### config.mk
export PLATFORM = sky130hd
export DESIGN_NAME = ics_core
export DESIGN_NICKNAME = d
export VERILOG_FILES = /design/src/ics_pkg.sv /design/src/ics_core.sv
export VERILOG_INCLUDE_DIRS = /design/src
export SDC_FILE = /design/constraint.sdc
export NUM_CORES = 1
export LEC_CHECK = 0
export CAP_MARGIN = 30
export CORE_MARGIN = 2
export CORE_UTILIZATION = 60
export CTS_CLUSTER_SIZE = 14
export DETAILED_ROUTE_END_ITERATION = 6
export DONT_BUFFER_PORTS = 1
export PLACE_DENSITY_LB_ADDON = 0.1
export SYNTH_ARGS = -nofsm -noshare
export SYNTH_HDL_FRONTEND = slang
export SYNTH_SLANG_ARGS = --single-unit
### constraint.sdc
create_clock -name clk -period 3.6 [get_ports clk]
set_clock_uncertainty 0.2 [all_clocks]
set_input_delay 0.18 -clock clk [delete_from_list [all_inputs] [get_ports clk]]
set_output_delay 0.18 -clock clk [all_outputs]
set_load 0.02 [all_outputs]
### src/ics_map.svh
/*
 file holds the timing counts, widths and reset values of the instruction cycle sequencer.
 assumes it is included once per compile unit by bare name.
*/
`ifndef ICS_MAP_SVH
`define ICS_MAP_SVH
`define ICS_PHASES       4
`define ICS_PHASE_LAST   2'h3
`define ICS_PC_RESET     12'h000
`define ICS_ACCUM_RESET  8'h00
`define ICS_PC_LOW_ADDR  8'h02
`define ICS_STACK_DEPTH  8
`endif

### src/ics_pkg.sv
/*
 file holds the types of the instruction cycle sequencer.
 assumes no other package is needed.
*/
package ics_pkg;
    typedef enum logic [4:0] {
        ICS_NOP       = 5'h00,
        ICS_MOV_M2A   = 5'h01,
        ICS_MOV_A2M   = 5'h02,
        ICS_MOV_I2A   = 5'h03,
        ICS_ADD       = 5'h04,
        ICS_SUB       = 5'h05,
        ICS_AND       = 5'h06,
        ICS_OR        = 5'h07,
        ICS_XOR       = 5'h08,
        ICS_INVERT    = 5'h09,
        ICS_INC       = 5'h0a,
        ICS_DEC       = 5'h0b,
        ICS_ROT_RIGHT = 5'h0c,
        ICS_ROT_LEFT  = 5'h0d,
        ICS_BSET      = 5'h0e,
        ICS_BCLR      = 5'h0f,
        ICS_JUMP      = 5'h10,
        ICS_CALL      = 5'h11,
        ICS_RETURN    = 5'h12,
        ICS_INT_EXIT  = 5'h13,
        ICS_TABLE     = 5'h14,
        ICS_SKIP_Z    = 5'h15,
        ICS_SKIP_NZ   = 5'h16,
        ICS_SKIP_BZ   = 5'h17,
        ICS_SKIP_BNZ  = 5'h18
    } ics_op_type;

    typedef enum logic [1:0] {
        ICS_PH_FETCH  = 2'b00,
        ICS_PH_READ   = 2'b01,
        ICS_PH_EXEC   = 2'b11,
        ICS_PH_WRITE  = 2'b10
    } ics_phase_type;

    // decoded instruction word as it comes from program memory
    typedef struct packed {
        ics_op_type  op;
        logic        to_mem;
        logic [2:0]  bit_sel;
        logic [7:0]  operand;
        logic [11:0] target;
    } ics_instr_type;

    typedef struct packed {
        logic zero;
        logic carry;
    } ics_flags_type;
endpackage

### src/ics_core.sv
/*
 file holds the instruction cycle sequencer core: phase counter, fetch, execute, flags.
 assumes single-cycle-read program and data memories on clk, decoded instruction words,
 data memory address 8'h02 mapped onto the program counter low byte.
*/
// Notes on behaviour
// RL1: every instruction cycle is exactly four clock periods and timing counts in these cycles.
// RL2: most instructions take one cycle; jump, call, return, interrupt return and table read two.
// RL3: a write to the program counter low byte branches there and costs one extra cycle.
// RL4: a skip takes one cycle when not taken and one more when taken.
// RL5: a taken skip bypasses exactly the next instruction, else the next one runs.
// RL6: return resumes right after the call, and a jump saves no return address.
// RL7: and, or, xor and complement set zero when the result is zero.
// RL8: add sets carry above 255 and subtract sets carry as borrow below 0.
// RL9: increment and decrement change the destination by exactly one.
// RL10: rotate through carry shifts one place, bit out to carry, carry in at the other end.
// RL11: bit set and clear change one bit and keep the rest by internal read-modify-write.
// RL12: moves go memory to accumulator, accumulator to memory and immediate to accumulator.
// RL13: the extra cycle discards the prefetched instruction and fetches at the new address.
`timescale 1ns/100ps
`include "ics_map.svh"
module ics_core
    import ics_pkg::*;
#(
    parameter int PC_WIDTH = 12,
    parameter int STACK_DEPTH = `ICS_STACK_DEPTH,
    parameter logic [7:0] LOW_BYTE_ADDR = `ICS_PC_LOW_ADDR
) (
    input  wire logic                clk,
    input  wire logic                reset_n,
    output logic [PC_WIDTH-1:0]      prog_addr,
    input  wire ics_instr_type       prog_instr,
    output logic [7:0]               data_addr,
    input  wire logic [7:0]          data_rdata,
    output logic [7:0]               data_wdata,
    output logic                     data_we,
    output logic [7:0]               accumulator_register,
    output ics_flags_type            flags,
    output logic                     cycle_start,
    output logic                     flush_cycle
);
    // ==========================================================
    // state
    ics_phase_type          phase;
    ics_instr_type          ir;
    logic                   ir_valid;
    logic [PC_WIDTH-1:0]    pc;
    logic [PC_WIDTH-1:0]    stack [STACK_DEPTH];
    logic [$clog2(STACK_DEPTH)-1:0] sp;
    logic [7:0]             opd;

    // ==========================================================
    // phase sequencing
    // RL1: four phases per cycle
    always_ff @(posedge clk) begin
        if (!reset_n) begin
            phase <= ICS_PH_FETCH;
        end else begin
            unique case (phase)
                ICS_PH_FETCH: phase <= ICS_PH_READ;
                ICS_PH_READ:  phase <= ICS_PH_EXEC;
                ICS_PH_EXEC:  phase <= ICS_PH_WRITE;
                ICS_PH_WRITE: phase <= ICS_PH_FETCH;
            endcase
        end
    end
    wire   end_cycle = (phase == ICS_PH_WRITE);
    assign cycle_start = (phase == ICS_PH_FETCH);

    // ==========================================================
    // execute
    wire   [7:0] src = opd;
    wire   [8:0] sum  = {1'b0, accumulator_register} + {1'b0, src};
    wire   [8:0] diff = {1'b0, accumulator_register} - {1'b0, src};
    wire   [7:0] bmask = 8'h01 << ir.bit_sel;
    wire   bit_val = |(src & bmask);
    logic  [7:0] res;
    logic        new_c;
    logic        z_upd;
    logic        c_upd;
    logic        writes;
    always_comb begin
        res = src;
        new_c = flags.carry;
        z_upd = 1'b0;
        c_upd = 1'b0;
        writes = 1'b0;
        unique case (ir.op)
            // RL12: three move forms
            ICS_MOV_M2A: res = src;
            ICS_MOV_I2A: res = ir.operand;
            ICS_MOV_A2M: begin
                res = accumulator_register;
                writes = 1'b1;
            end
            // RL8: carry and borrow
            ICS_ADD: begin
                res = sum[7:0];
                new_c = sum[8];
                z_upd = 1'b1;
                c_upd = 1'b1;
            end
            ICS_SUB: begin
                res = diff[7:0];
                new_c = diff[8];
                z_upd = 1'b1;
                c_upd = 1'b1;
            end
            // RL7: logic sets zero
            ICS_AND: begin
                res = accumulator_register & src;
                z_upd = 1'b1;
            end
            ICS_OR: begin
                res = accumulator_register | src;
                z_upd = 1'b1;
            end
            ICS_XOR: begin
                res = accumulator_register ^ src;
                z_upd = 1'b1;
            end
            ICS_INVERT: begin
                res = ~src;
                z_upd = 1'b1;
            end
            // RL9: step by one
            ICS_INC: begin
                res = src + 8'h01;
                z_upd = 1'b1;
            end
            ICS_DEC: begin
                res = src - 8'h01;
                z_upd = 1'b1;
            end
            // RL10: rotate through carry
            ICS_ROT_RIGHT: begin
                res = {flags.carry, src[7:1]};
                new_c = src[0];
                c_upd = 1'b1;
            end
            ICS_ROT_LEFT: begin
                res = {src[6:0], flags.carry};
                new_c = src[7];
                c_upd = 1'b1;
            end
            // RL11: single bit read-modify-write
            ICS_BSET: begin
                res = src | bmask;
                writes = 1'b1;
            end
            ICS_BCLR: begin
                res = src & ~bmask;
                writes = 1'b1;
            end
            default: res = src;
        endcase
        if (ir.to_mem && ir.op inside {ICS_ADD, ICS_SUB, ICS_AND, ICS_OR, ICS_XOR,
                                       ICS_INVERT, ICS_INC, ICS_DEC, ICS_ROT_RIGHT,
                                       ICS_ROT_LEFT})
            writes = 1'b1;
    end

    wire   live      = ir_valid && !flush_cycle;
    wire   do_write  = live && writes;
    wire   acc_load  = live && !writes && ir.op inside {ICS_MOV_M2A, ICS_MOV_I2A, ICS_ADD,
                       ICS_SUB, ICS_AND, ICS_OR, ICS_XOR, ICS_INVERT, ICS_INC, ICS_DEC,
                       ICS_ROT_RIGHT, ICS_ROT_LEFT};
    // RL3: write to the low byte is a branch
    wire   low_byte_write = do_write && (ir.operand == LOW_BYTE_ADDR);
    // RL4: skip decision
    wire   skip_taken = live && (((ir.op == ICS_SKIP_Z)   && (src == 8'h00)) ||
                                 ((ir.op == ICS_SKIP_NZ)  && (src != 8'h00)) ||
                                 ((ir.op == ICS_SKIP_BZ)  && !bit_val) ||
                                 ((ir.op == ICS_SKIP_BNZ) && bit_val));
    // RL2: two-cycle group
    wire   two_cycle = live && ir.op inside {ICS_JUMP, ICS_CALL, ICS_RETURN, ICS_INT_EXIT,
                                             ICS_TABLE};
    wire   redirect  = two_cycle || low_byte_write || skip_taken;
    wire   [PC_WIDTH-1:0] pc_low = {pc[PC_WIDTH-1:8], res};
    logic  [PC_WIDTH-1:0] next_pc;
    // RL5: skip steps over the prefetched word by flushing it; pc already points at it and advances by one
    always_comb begin
        next_pc = pc + PC_WIDTH'(1);
        if (live && ir.op inside {ICS_JUMP, ICS_CALL})
            next_pc = ir.target;
        else if (live && ir.op inside {ICS_RETURN, ICS_INT_EXIT})
            next_pc = stack[sp - 1'b1];
        else if (low_byte_write)
            next_pc = pc_low;
        // RL2: table read refetches the displaced word instead of losing it
        else if (live && ir.op == ICS_TABLE)
            next_pc = pc;
    end

    assign prog_addr  = pc;
    assign data_we    = do_write && end_cycle;

    // address follows the word being latched; write data settles at the end of execute
    always_ff @(posedge clk) begin
        if (!reset_n) begin
            data_addr  <= 8'h00;
            data_wdata <= 8'h00;
        end else begin
            if (end_cycle)
                data_addr <= (prog_instr.op == ICS_MOV_I2A) ? 8'h00 : prog_instr.operand;
            if (phase == ICS_PH_EXEC)
                data_wdata <= res;
        end
    end

    // ==========================================================
    // registers updated once per instruction cycle
    always_ff @(posedge clk) begin
        if (!reset_n) begin
            opd <= 8'h00;
        end else if (phase == ICS_PH_READ) begin
            opd <= data_rdata;
        end
    end

    always_ff @(posedge clk) begin
        if (!reset_n) begin
            pc <= `ICS_PC_RESET;
            ir <= '0;
            ir_valid <= 1'b0;
            flush_cycle <= 1'b0;
            sp <= '0;
            accumulator_register <= `ICS_ACCUM_RESET;
            flags <= '0;
        end else if (end_cycle) begin
            // RL13: prefetched word dropped on redirect
            ir <= prog_instr;
            ir_valid <= 1'b1;
            flush_cycle <= redirect;
            pc <= next_pc;
            if (acc_load)
                accumulator_register <= res;
            if (z_upd && live)
                flags.zero <= (res == 8'h00);
            if (c_upd && live)
                flags.carry <= new_c;
            // RL6: only a call pushes, return pops
            if (live && ir.op == ICS_CALL) begin
                stack[sp] <= pc;
                sp <= sp + 1'b1;
            end else if (live && ir.op inside {ICS_RETURN, ICS_INT_EXIT}) begin
                sp <= sp - 1'b1;
            end
        end
    end

    // ==========================================================
    // checks
    // RL1: cycle start every four clocks
    a_cycle_period: assert property (@(posedge clk) disable iff (!reset_n) // RL1
        cycle_start |=> !cycle_start [*3] ##1 cycle_start) else $error("cycle not 4 clocks");
    // RL2: jump flushes next cycle
    a_jump_flush: assert property (@(posedge clk) disable iff (!reset_n) // RL2
        (end_cycle && live && ir.op == ICS_JUMP) |=> flush_cycle [*4])
        else $error("jump did not cost a cycle");
    // RL3: low byte write branches
    a_low_branch: assert property (@(posedge clk) disable iff (!reset_n) // RL3
        (end_cycle && low_byte_write) |=> (flush_cycle && pc[7:0] == $past(res)))
        else $error("low byte write no branch");
    // RL4: untaken skip costs nothing extra
    a_skip_cost: assert property (@(posedge clk) disable iff (!reset_n) // RL4
        (end_cycle && live && !skip_taken && ir.op inside {[ICS_SKIP_Z:ICS_SKIP_BNZ]})
        |=> !flush_cycle) else $error("untaken skip flushed");
    // RL5: taken skip bypasses one word
    a_skip_next: assert property (@(posedge clk) disable iff (!reset_n) // RL5
        (end_cycle && skip_taken) |=> (pc == $past(pc) + PC_WIDTH'(1)) && flush_cycle)
        else $error("skip wrong target");
    // RL6: jump keeps stack depth
    a_jump_nostack: assert property (@(posedge clk) disable iff (!reset_n) // RL6
        (end_cycle && live && ir.op == ICS_JUMP) |=> sp == $past(sp))
        else $error("jump touched stack");
    // RL7: zero flag on and
    a_zero_logic: assert property (@(posedge clk) disable iff (!reset_n) // RL7
        (end_cycle && live && ir.op == ICS_AND) |=> flags.zero == ($past(res) == 8'h00))
        else $error("zero flag wrong");
    // RL8: add carry
    a_add_carry: assert property (@(posedge clk) disable iff (!reset_n) // RL8
        (end_cycle && live && ir.op == ICS_ADD) |=> flags.carry == $past(sum[8]))
        else $error("add carry wrong");
    // RL9: increment by one
    a_inc_step: assert property (@(posedge clk) disable iff (!reset_n) // RL9
        (end_cycle && live && ir.op == ICS_INC && !ir.to_mem)
        |=> accumulator_register == $past(src) + 8'h01) else $error("increment wrong");
    // RL10: rotate right carry out
    a_rot_carry: assert property (@(posedge clk) disable iff (!reset_n) // RL10
        (end_cycle && live && ir.op == ICS_ROT_RIGHT) |=> flags.carry == $past(src[0]))
        else $error("rotate carry wrong");
    // RL11: other bits kept
    a_bit_keep: assert property (@(posedge clk) disable iff (!reset_n) // RL11
        (data_we && ir.op == ICS_BSET) |-> (data_wdata & ~bmask) == (src & ~bmask)
        && (data_wdata & bmask) == bmask) else $error("bit op disturbed others");
endmodule

; Word level (Yosys, flattened, before mapping)
; Memories as Yosys holds them, arrays and structs flattened.
; Index checks and enable logic that the tools add are counted.
[totals]
mem_bits_rw = 96
wordCells = 132
regBits = 82
input_bits = 39
memories = 1
[classes]
bitwise = 8
add_sub_neg = 7
eq_ne = 32
n_reduce_logical = 48
shift = 1
n_mux = 18
[mem_list]
columns = memory, words, width, rd, rd_clocked_by_memory_dff, wr, line
row1 = stack, 8, 12, 1, 0, 1, ics_core.sv:48  ; logic [PC_WIDTH-1:0] stack [STACK_DEPTH];
[ops]
columns = op, count
row1 = $pmux 8 s14, 1
row2 = $mux 12, 4
row3 = $eq 5x5->1 const B, 9
row4 = $eq 5x4->1 const B, 8
row5 = $and 8x8->8, 3
row6 = $eq 5x3->1 const B, 4
row7 = $logic_and 1x1->1, 19
row8 = $logic_not 8->1, 2
row9 = $not 8->8, 2
row10 = $or 8x8->8, 2
row11 = $reduce_or 8->1, 2
row12 = $eq 5x2->1 const B, 3
row13 = $add 12x1->12 const B, 1
row14 = $reduce_bool 12->1, 1
row15 = $reduce_bool 10->1, 1
row16 = $add 8x8->9, 1
row17 = $sub 8x8->9, 1
row18 = $add 8x1->8 const B, 1
row19 = $eq 8x2->1 const B, 1
row20 = $mux 1, 8
row21 = $mux 8, 1
row22 = $pmux 2 s4, 1
row23 = $reduce_and 2->1, 4
row24 = $reduce_bool 8->1, 1
row25 = other kinds (22), 33

; Logic depth before layout (Yosys ltp)
; Gate-level depths: netlist of the first run.
[depth]
depth_word = 9
depth_mapped = 13

; Worst setup path before layout of the first run
; OpenSTA, ideal clock, no wires.
[synth_timing]
path_type = register to register
from = register ir[27] (netlist name)
to = register flags[1] (netlist name)
t_arrival_ns = 2.730
setup_slack_ns = 0.554
path_stages_with_launch = 14
n_path_buf = 2
cell_sequence = dfxtp_1 buf_4 buf_6 nand3b_2 nor2_1 fa_1 a21o_1 a21oi_1 or4b_2 a21oi_1 nor4_1 nor2_1 nor2b_1 a31o_1
[synth_between]
elab_chain_cells = 5
elab_cells_between_ends = 20
[synth_lines]
columns = item, line
row1 = from (decl), ics_core.sv:45  ; ics_instr_type ir;
row2 = from (signal assigned), ics_core.sv:232  ; ir <= prog_instr;
row3 = $eq 5x3->1 / $eq 5x4->1 (equally long branches), ics_core.sv:88  ; unique case (ir.op)
row4 = $reduce_or 8->1 (no line), n/a
row5 = $mux 1, ics_core.sv:88
row6 = $logic_and 1x1->1, ics_core.sv:238  ; if (z_upd && live)
row7 = $reduce_and 2->1 (no line), n/a
row8 = to (decl), ics_core.sv:38  ; output ics_flags_type flags,
; Parallel ways exist; a longest one is shown, timed or not.
; A chain may end at the register's enable or synchronous reset.

; Final worst setup path of the first run
[layout_timing]
from = register opd[3]
to = register flags[1] (netlist name)
[layout_between]
elab_chain_cells = 3
elab_cells_between_ends = 12
[layout_lines]
columns = item, line
row1 = from (decl), ics_core.sv:50  ; logic [7:0] opd;
row2 = from (signal assigned), ics_core.sv:217  ; opd <= data_rdata;
row3 = $sub 8x1->8 (tied with other cells), ics_core.sv:132  ; res = src - 8'h01;
row4 = $pmux 8 s14 (*), ics_core.sv:88
row5 = $logic_not 8->1 (*), ics_core.sv:239  ; flags.zero <= (res == 8'h00);
; Mark *: on every way between the ends. The rest lies on a longest branch, timed or not.

==> results of run 1 <==
final cells by class:
| cell class | instances | area (um^2) |
|---|---|---|
| timing repair buffer | 85 | 758 |
| multi-input combinational | 705 | 4690 |
| inverter | 21 | 78.8 |
| antenna | 1 | 2.50 |
| fill | 1141 | 4870 |
| clock buffer | 17 | 425 |
| clock inverter | 14 | 151 |
| tap | 216 | 270 |
| sequential | 178 | 4520 |
logic make-up after synthesis:
kind of cell             after synthesis  synth area share [%]
AO/OA/AOI/OAI                        245                  17.1
XOR/XNOR                              16                  1.46
adder cells (fa/ha/maj)               28                  3.89
multiplexers                          38                  7.12
buffers and inverters                 87                  4.09
AND/OR/NAND/NOR                      378                  19.1
flip-flops                           178                  47.2
critical path: stages, from the launching register on:
cell and delay (ns):
dfxtp_1 0.58, inv_1 0.14, ha_1 0.50, nor3b_1 0.12, o311ai_0 0.51, a211o_1 0.20, o2111ai_1 0.19, nor4_2 0.42
nor2_1 0.15, nor2b_1 0.14, a31o_1 0.15
power breakdown:
| part | leakage, nW | total (mW) | switching (mW) | internal (mW) |
|---|---|---|---|---|
| Sequential | 1.57 | 2.20 | 0.0482 | 2.15 |
| Clock | 0.282 | 1.83 | 0.894 | 0.932 |
| Combinational | 1.91 | 0.404 | 0.255 | 0.150 |
synth_stat cells (8+ instances only):
cell / count
o22ai_1: 9
nor2b_1: 13
mux4_2: 24
nor3_1: 22
and3_1: 11
nand2b_1: 20
a31oi_1: 14
xor2_1: 8
o21ai_0: 27
a21oi_1: 88
mux2i_1: 12
clkbuf_1: 38
o211ai_1: 9
a211oi_1: 14
inv_1: 21
buf_2: 14
nor2_1: 89
xnor2_1: 8
ha_1: 25
nand2_1: 137
edfxtp_1: 96
nand3_1: 25
dfxtp_1: 82
routing by layer:
layer	vias up	wire length, um	GRT usage (%)
li1	3670	-	-
met1	4093	12500	51.5
met2	639	14100	57.6
met3	92	3600	9.24
met4	0	1130	14.0
met5	-	0	0
timing repair:
item | in CTS | in global routing
hold buffers | 38 | 0
hold endpoints to repair | 67 | 0
endpoints found under the setup margin | 0 | 3
resized for setup | 0 | 1
flip-flops by register name, summed over array words and instances, names as in the netlist, 2 cells and up:
signal / flops
opd: 8
stack: 96
phase: 2
flags: 2
ir: 29
accumulator_register: 8
data_addr: 8
data_wdata: 8
prog_addr: 12
sp: 3
stage by stage:
step	setup WS [ns]	setup TNS (ns)
final	0.238	0
after global routing	-0.00368	-0.00368
after CTS	0.184	0
after detailed placement	0.206	0
after global placement	0.325	0
after floorplan	0.554	0
worst min path at each step:
stage | from | to | slack [ns]
finish | prog_instr[27] | data_addr[1] | 0.07
global route | reset_n | stack[2][8] | 0.13
CTS | prog_instr[27] | data_addr[3] | 0.03
detailed placement | reset_n | prog_addr[9] | 0.11
global placement | reset_n | prog_addr[10] | 0.11
floorplan | prog_instr[8] | ir[8] | 0.12
==> flow_summary.ini, run 1 <==
[outcome]
status = completed

[layout]
layout_common_cells = nand2_1, edfxtp_1, nor2_1
layout.cells.non_filler = 1237
fin_area_mm2 = 0.0109
drive_above_1_share_pct = 12.5
fin_nets = 1075
fin_util_pct = 69.1
final_common_cell = nand2_1
synthToLayoutAreaGrowth_pct = 13.6

[sta]
final_hold_viol_count = 0
worstMarginPinSlew_ns = 0.795
finalMaxSlewViolations = 0
fin_crit_ns = 3.36
fin_hold_ws_ns = 0.0686
fin_crit_sh_pct = 93.4
fmax_ghz = 0.297
slew_headroom_pct = 46.9
setup_viol = 0

[routing]
drt_iter0_markers = 1313
routed_wl_mm = 31.3
viasPerCell = 6.87
vias = 8494
drc = 0
wl_per_cell_um = 25.3
ant_nets = 0
drt_first_pass_iters = 7

[grt]
grt_use_total_pct = 37.3
grt-ovfl-total = 0
grt_first_pass_wirelength_mm = 46.8
grt_start_max_net_pins = 48
antenna_found_initial = 1
grt_pass1_vias = 8084

[floorplan]
dieArea_mm2 = 0.0170
start_util_pct = 60.8
fp.coreArea_mm2 = 0.0158
row_count = 46
die_x_um = 130
die_h_um = 130
ios = 80

[synthesis]
async_flop_share_pct = 0
synthesis.nets = 1037
synth_area_leaders = edfxtp_1, dfxtp_1, mux4_2
synth_seq_cells = 178
ys_warn_count = 0
synth_edf_count = 96
yosys.area.top_type = edfxtp_1
synth_top_area_share_pct = 30.0
synth_flop_cell = edfxtp_1
synthCells = 970
ys_types = 86
syn_area_per_cell_um2 = 9.89
seq_area_frac_synth_pct = 47.2
syn_area_mm2 = 0.00960

[setup_path]
reg2reg_depth = 10
cp.required_ns = 3.78
reg2reg_from = opd[3]
reg2reg_slack_ns = 0.24
critPathCapture = flags[1]
critical_path_class = flip-flop to flip-flop
worstSetupEndpointType = flip-flop
arrival_ns = 3.54
start_kind = flip-flop
crit_fanout = 10
worstReg2RegEnd = flags[1]
critPathLaunch = opd[3]

[clock_network]
clk_pin_slew_ns = 0.07
cts.sinks = 178
cts_max_path_buffers = 2
cts-root-buf = clkbuf_16
tritoncts = built
post_cts_buffers = 0
cts_buffers = 17
htreeDepth = 4
insertion_delay_ns = 0.44

[power]
p_total_mw = 4.43
cellLeakagePower_nw = 3.77
powerDensity_mw_per_mm2 = 406
ir_worst_vdd_uv = 543

[hold_path]
hold_path.class = input pin to flip-flop
worstHoldPathCells = 3

[placed_design]
io_buffers = 0
placed_cell_area_mm2 = 0.00994
dp.cells = 1167
gp_congestion = 0.958
dp_hpwl_mm = 20.9

[flow_run]
drv_cap = 0
Power figures use the tool's default switching activity.
==> run 2: changes to the inputs <==
Settings changed: REMOVE_ABC_BUFFERS set to 1.
==> run 2 against run 1 <==
Net effect: the flow now finishes with violations (DRC); design area increased by 0.23%; cell count is 0.24% higher; global-route usage down 1.3 points; die area stayed put; register-to-register slack improved by 0.06 ns; largest power group unchanged; critical path depth stayed put; utilization is 0.16 points higher; clock-buffer cell count unchanged; non-clock buffer count increased by 3.
==> flow_summary.ini, run 2 (synthesis results as in run 1) <==
[setup_path]
reg2reg_slack_ns = 0.29
critPathLaunch = ir[28]
reg2reg_depth = 10
worstReg2RegEnd = flags[1]
reg2reg_from = ir[28]
critical_path_class = flip-flop to flip-flop
cp.required_ns = 3.79
start_kind = flip-flop
arrival_ns = 3.49
worstSetupEndpointType = flip-flop
crit_fanout = 7
critPathCapture = flags[1]

[grt]
grt_util_met2_pct = 63.4
grt_use_total_pct = 36.0
met3_usage_pct = 7.45
grt-ovfl-total = 0
grt_start_max_net_pins = 43
top_usage_layer = met2
grt_pass1_vias = 8188
grt_first_pass_wirelength_mm = 45.9
antenna_found_initial = 0
met1_usage_pct = 42.5

[placed_design]
dp_hpwl_mm = 20.7
pre_cts_ws_ns = 0.416
placed_cell_area_mm2 = 0.00993
gp_congestion = 0.977
io_buffers = 0

[sta]
setup_viol = 0
fin_crit_sh_pct = 91.8
slew_headroom_pct = 51.4
fin_setup_tns_ns = 0
final_hold_viol_count = 0
finalMaxSlewViolations = 0
fin_hold_ws_ns = 0.0163
worstMarginPinSlew_ns = 0.729
setup_ws_ns = 0.294
rsz0062_at_grt = no
fin_crit_ns = 3.31
fmax_ghz = 0.302

[clock_network]
cts_max_path_buffers = 2
tritoncts = built
cts-root-buf = clkbuf_16
insertion_delay_ns = 0.44
ctsResizeCount = 0
clk_pin_slew_ns = 0.07
htreeDepth = 4
cts.sinks = 178
cts_buffers = 17

[power]
p_total_mw = 4.49
p_seq_share_pct = 48.9
clkPwrFrac_pct = 42.3
comb_power_share_pct = 8.8
p_switching_mw = 1.24
powerDensity_mw_per_mm2 = 411
ir_worst_vdd_uv = 412
p_int_mw = 3.25
cellLeakagePower_nw = 3.79
switching_share_pct = 27.7

[layout]
antenna_cells = 0
largest_reg_flops = 96
fin_area_mm2 = 0.0109
synthToLayoutAreaGrowth_pct = 13.9
final_common_cell = nand2_1
layout_common_cells = nand2_1, edfxtp_1, nor2_1
drive_above_1_share_pct = 12.8
fin_nets = 1078
top_register = stack
fillers = 1211

[floorplan]
die_h_um = 130
row_count = 46
fp.coreArea_mm2 = 0.0158
ios = 80
die_x_um = 130
start_util_pct = 60.8
dieArea_mm2 = 0.0170

[routing]
ant_nets = 0
drc = 5
viasPerCell = 6.71
drt_iter0_markers = 948
routed_wl_mm = 30.0
vias = 8322
wl_per_cell_um = 24.2
drt_first_pass_iters = 7

[outcome]
status = finished with violations
violations = DRC

[hold_path]
hold_path.class = input pin to flip-flop

[flow_run]
drv_cap = 0
## run 2: cell count changes in the layout (fill, tap and decap cells not counted), moves of 2 or more
cell      delta
inv_8        -3
buf_12       -2
clkinv_8     +4
clkinv_4     +2
buf_4        +5
inv_6        -3
## run 2: layout make-up
| type | count | area [um^2] | share of cell area, % |
|---|---|---|---|
| Clock buffer | 17 | 425 | 3.89 |
| Multi-Input combinational cell | 705 | 4690 | 42.9 |
| Clock inverter | 15 | 188 | 1.72 |
| Inverter | 21 | 78.8 | 0.721 |
| Tap cell | 216 | 270 | 2.47 |
| Timing Repair Buffer | 88 | 756 | 6.92 |
| Sequential cell | 178 | 4520 | 41.4 |
## run 2: layer usage
layer | routed length [um] | share of wire [%]
met5 | 0 | 0
met4 | 1410 | 4.7
met3 | 2260 | 7.5
met2 | 15000 | 50
met1 | 11300 | 38
## run 2: power groups by stage
stage	Combinational, mW	Clock (mW)	Sequential (mW)
after CTS	0.384	1.90	2.20
after floorplan	0.205	0	2.25
after global placement	0.341	0	2.24
after global routing	0.423	1.97	2.20
final	0.393	1.90	2.20
after detailed placement	0.345	0	2.24
## run 2: how the worst min path moves through the flow
stage | start | end | depth (start not counted)
final | reset_n | stack[5][10] | 2
after global placement | reset_n | prog_addr[10] | 1
after global routing | reset_n | stack[5][9] | 2
after CTS | reset_n | stack[6][8] | 2
after floorplan | reset_n | prog_addr[10] | 1
after detailed placement | reset_n | prog_addr[9] | 1
## run 2: worst max-delay path, stage by stage, from the launching register on
cell and delay [ns]:
dfxtp_1 0.31, nand3b_2 0.20, nor2_1 0.39, fa_1 0.50, a222oi_1 0.54, nand3_1 0.16, a221oi_2 0.19, buf_4 0.18
nand4_1 0.11, nor4b_2 0.28, a31o_1 0.19
## run 2: metrics by stage
step,util (%),std cells
after floorplan,-,904
after global placement,63.0,1170
after detailed placement,63.0,1170
final,69.3,1240
after global routing,69.3,1240
after CTS,69.3,1240
## run 2: timing repair
item,in CTS,in global routing
endpoints found under the setup margin,0,0
hold endpoints to repair,62,0
hold buffers,38,0
buffers inserted,0,0
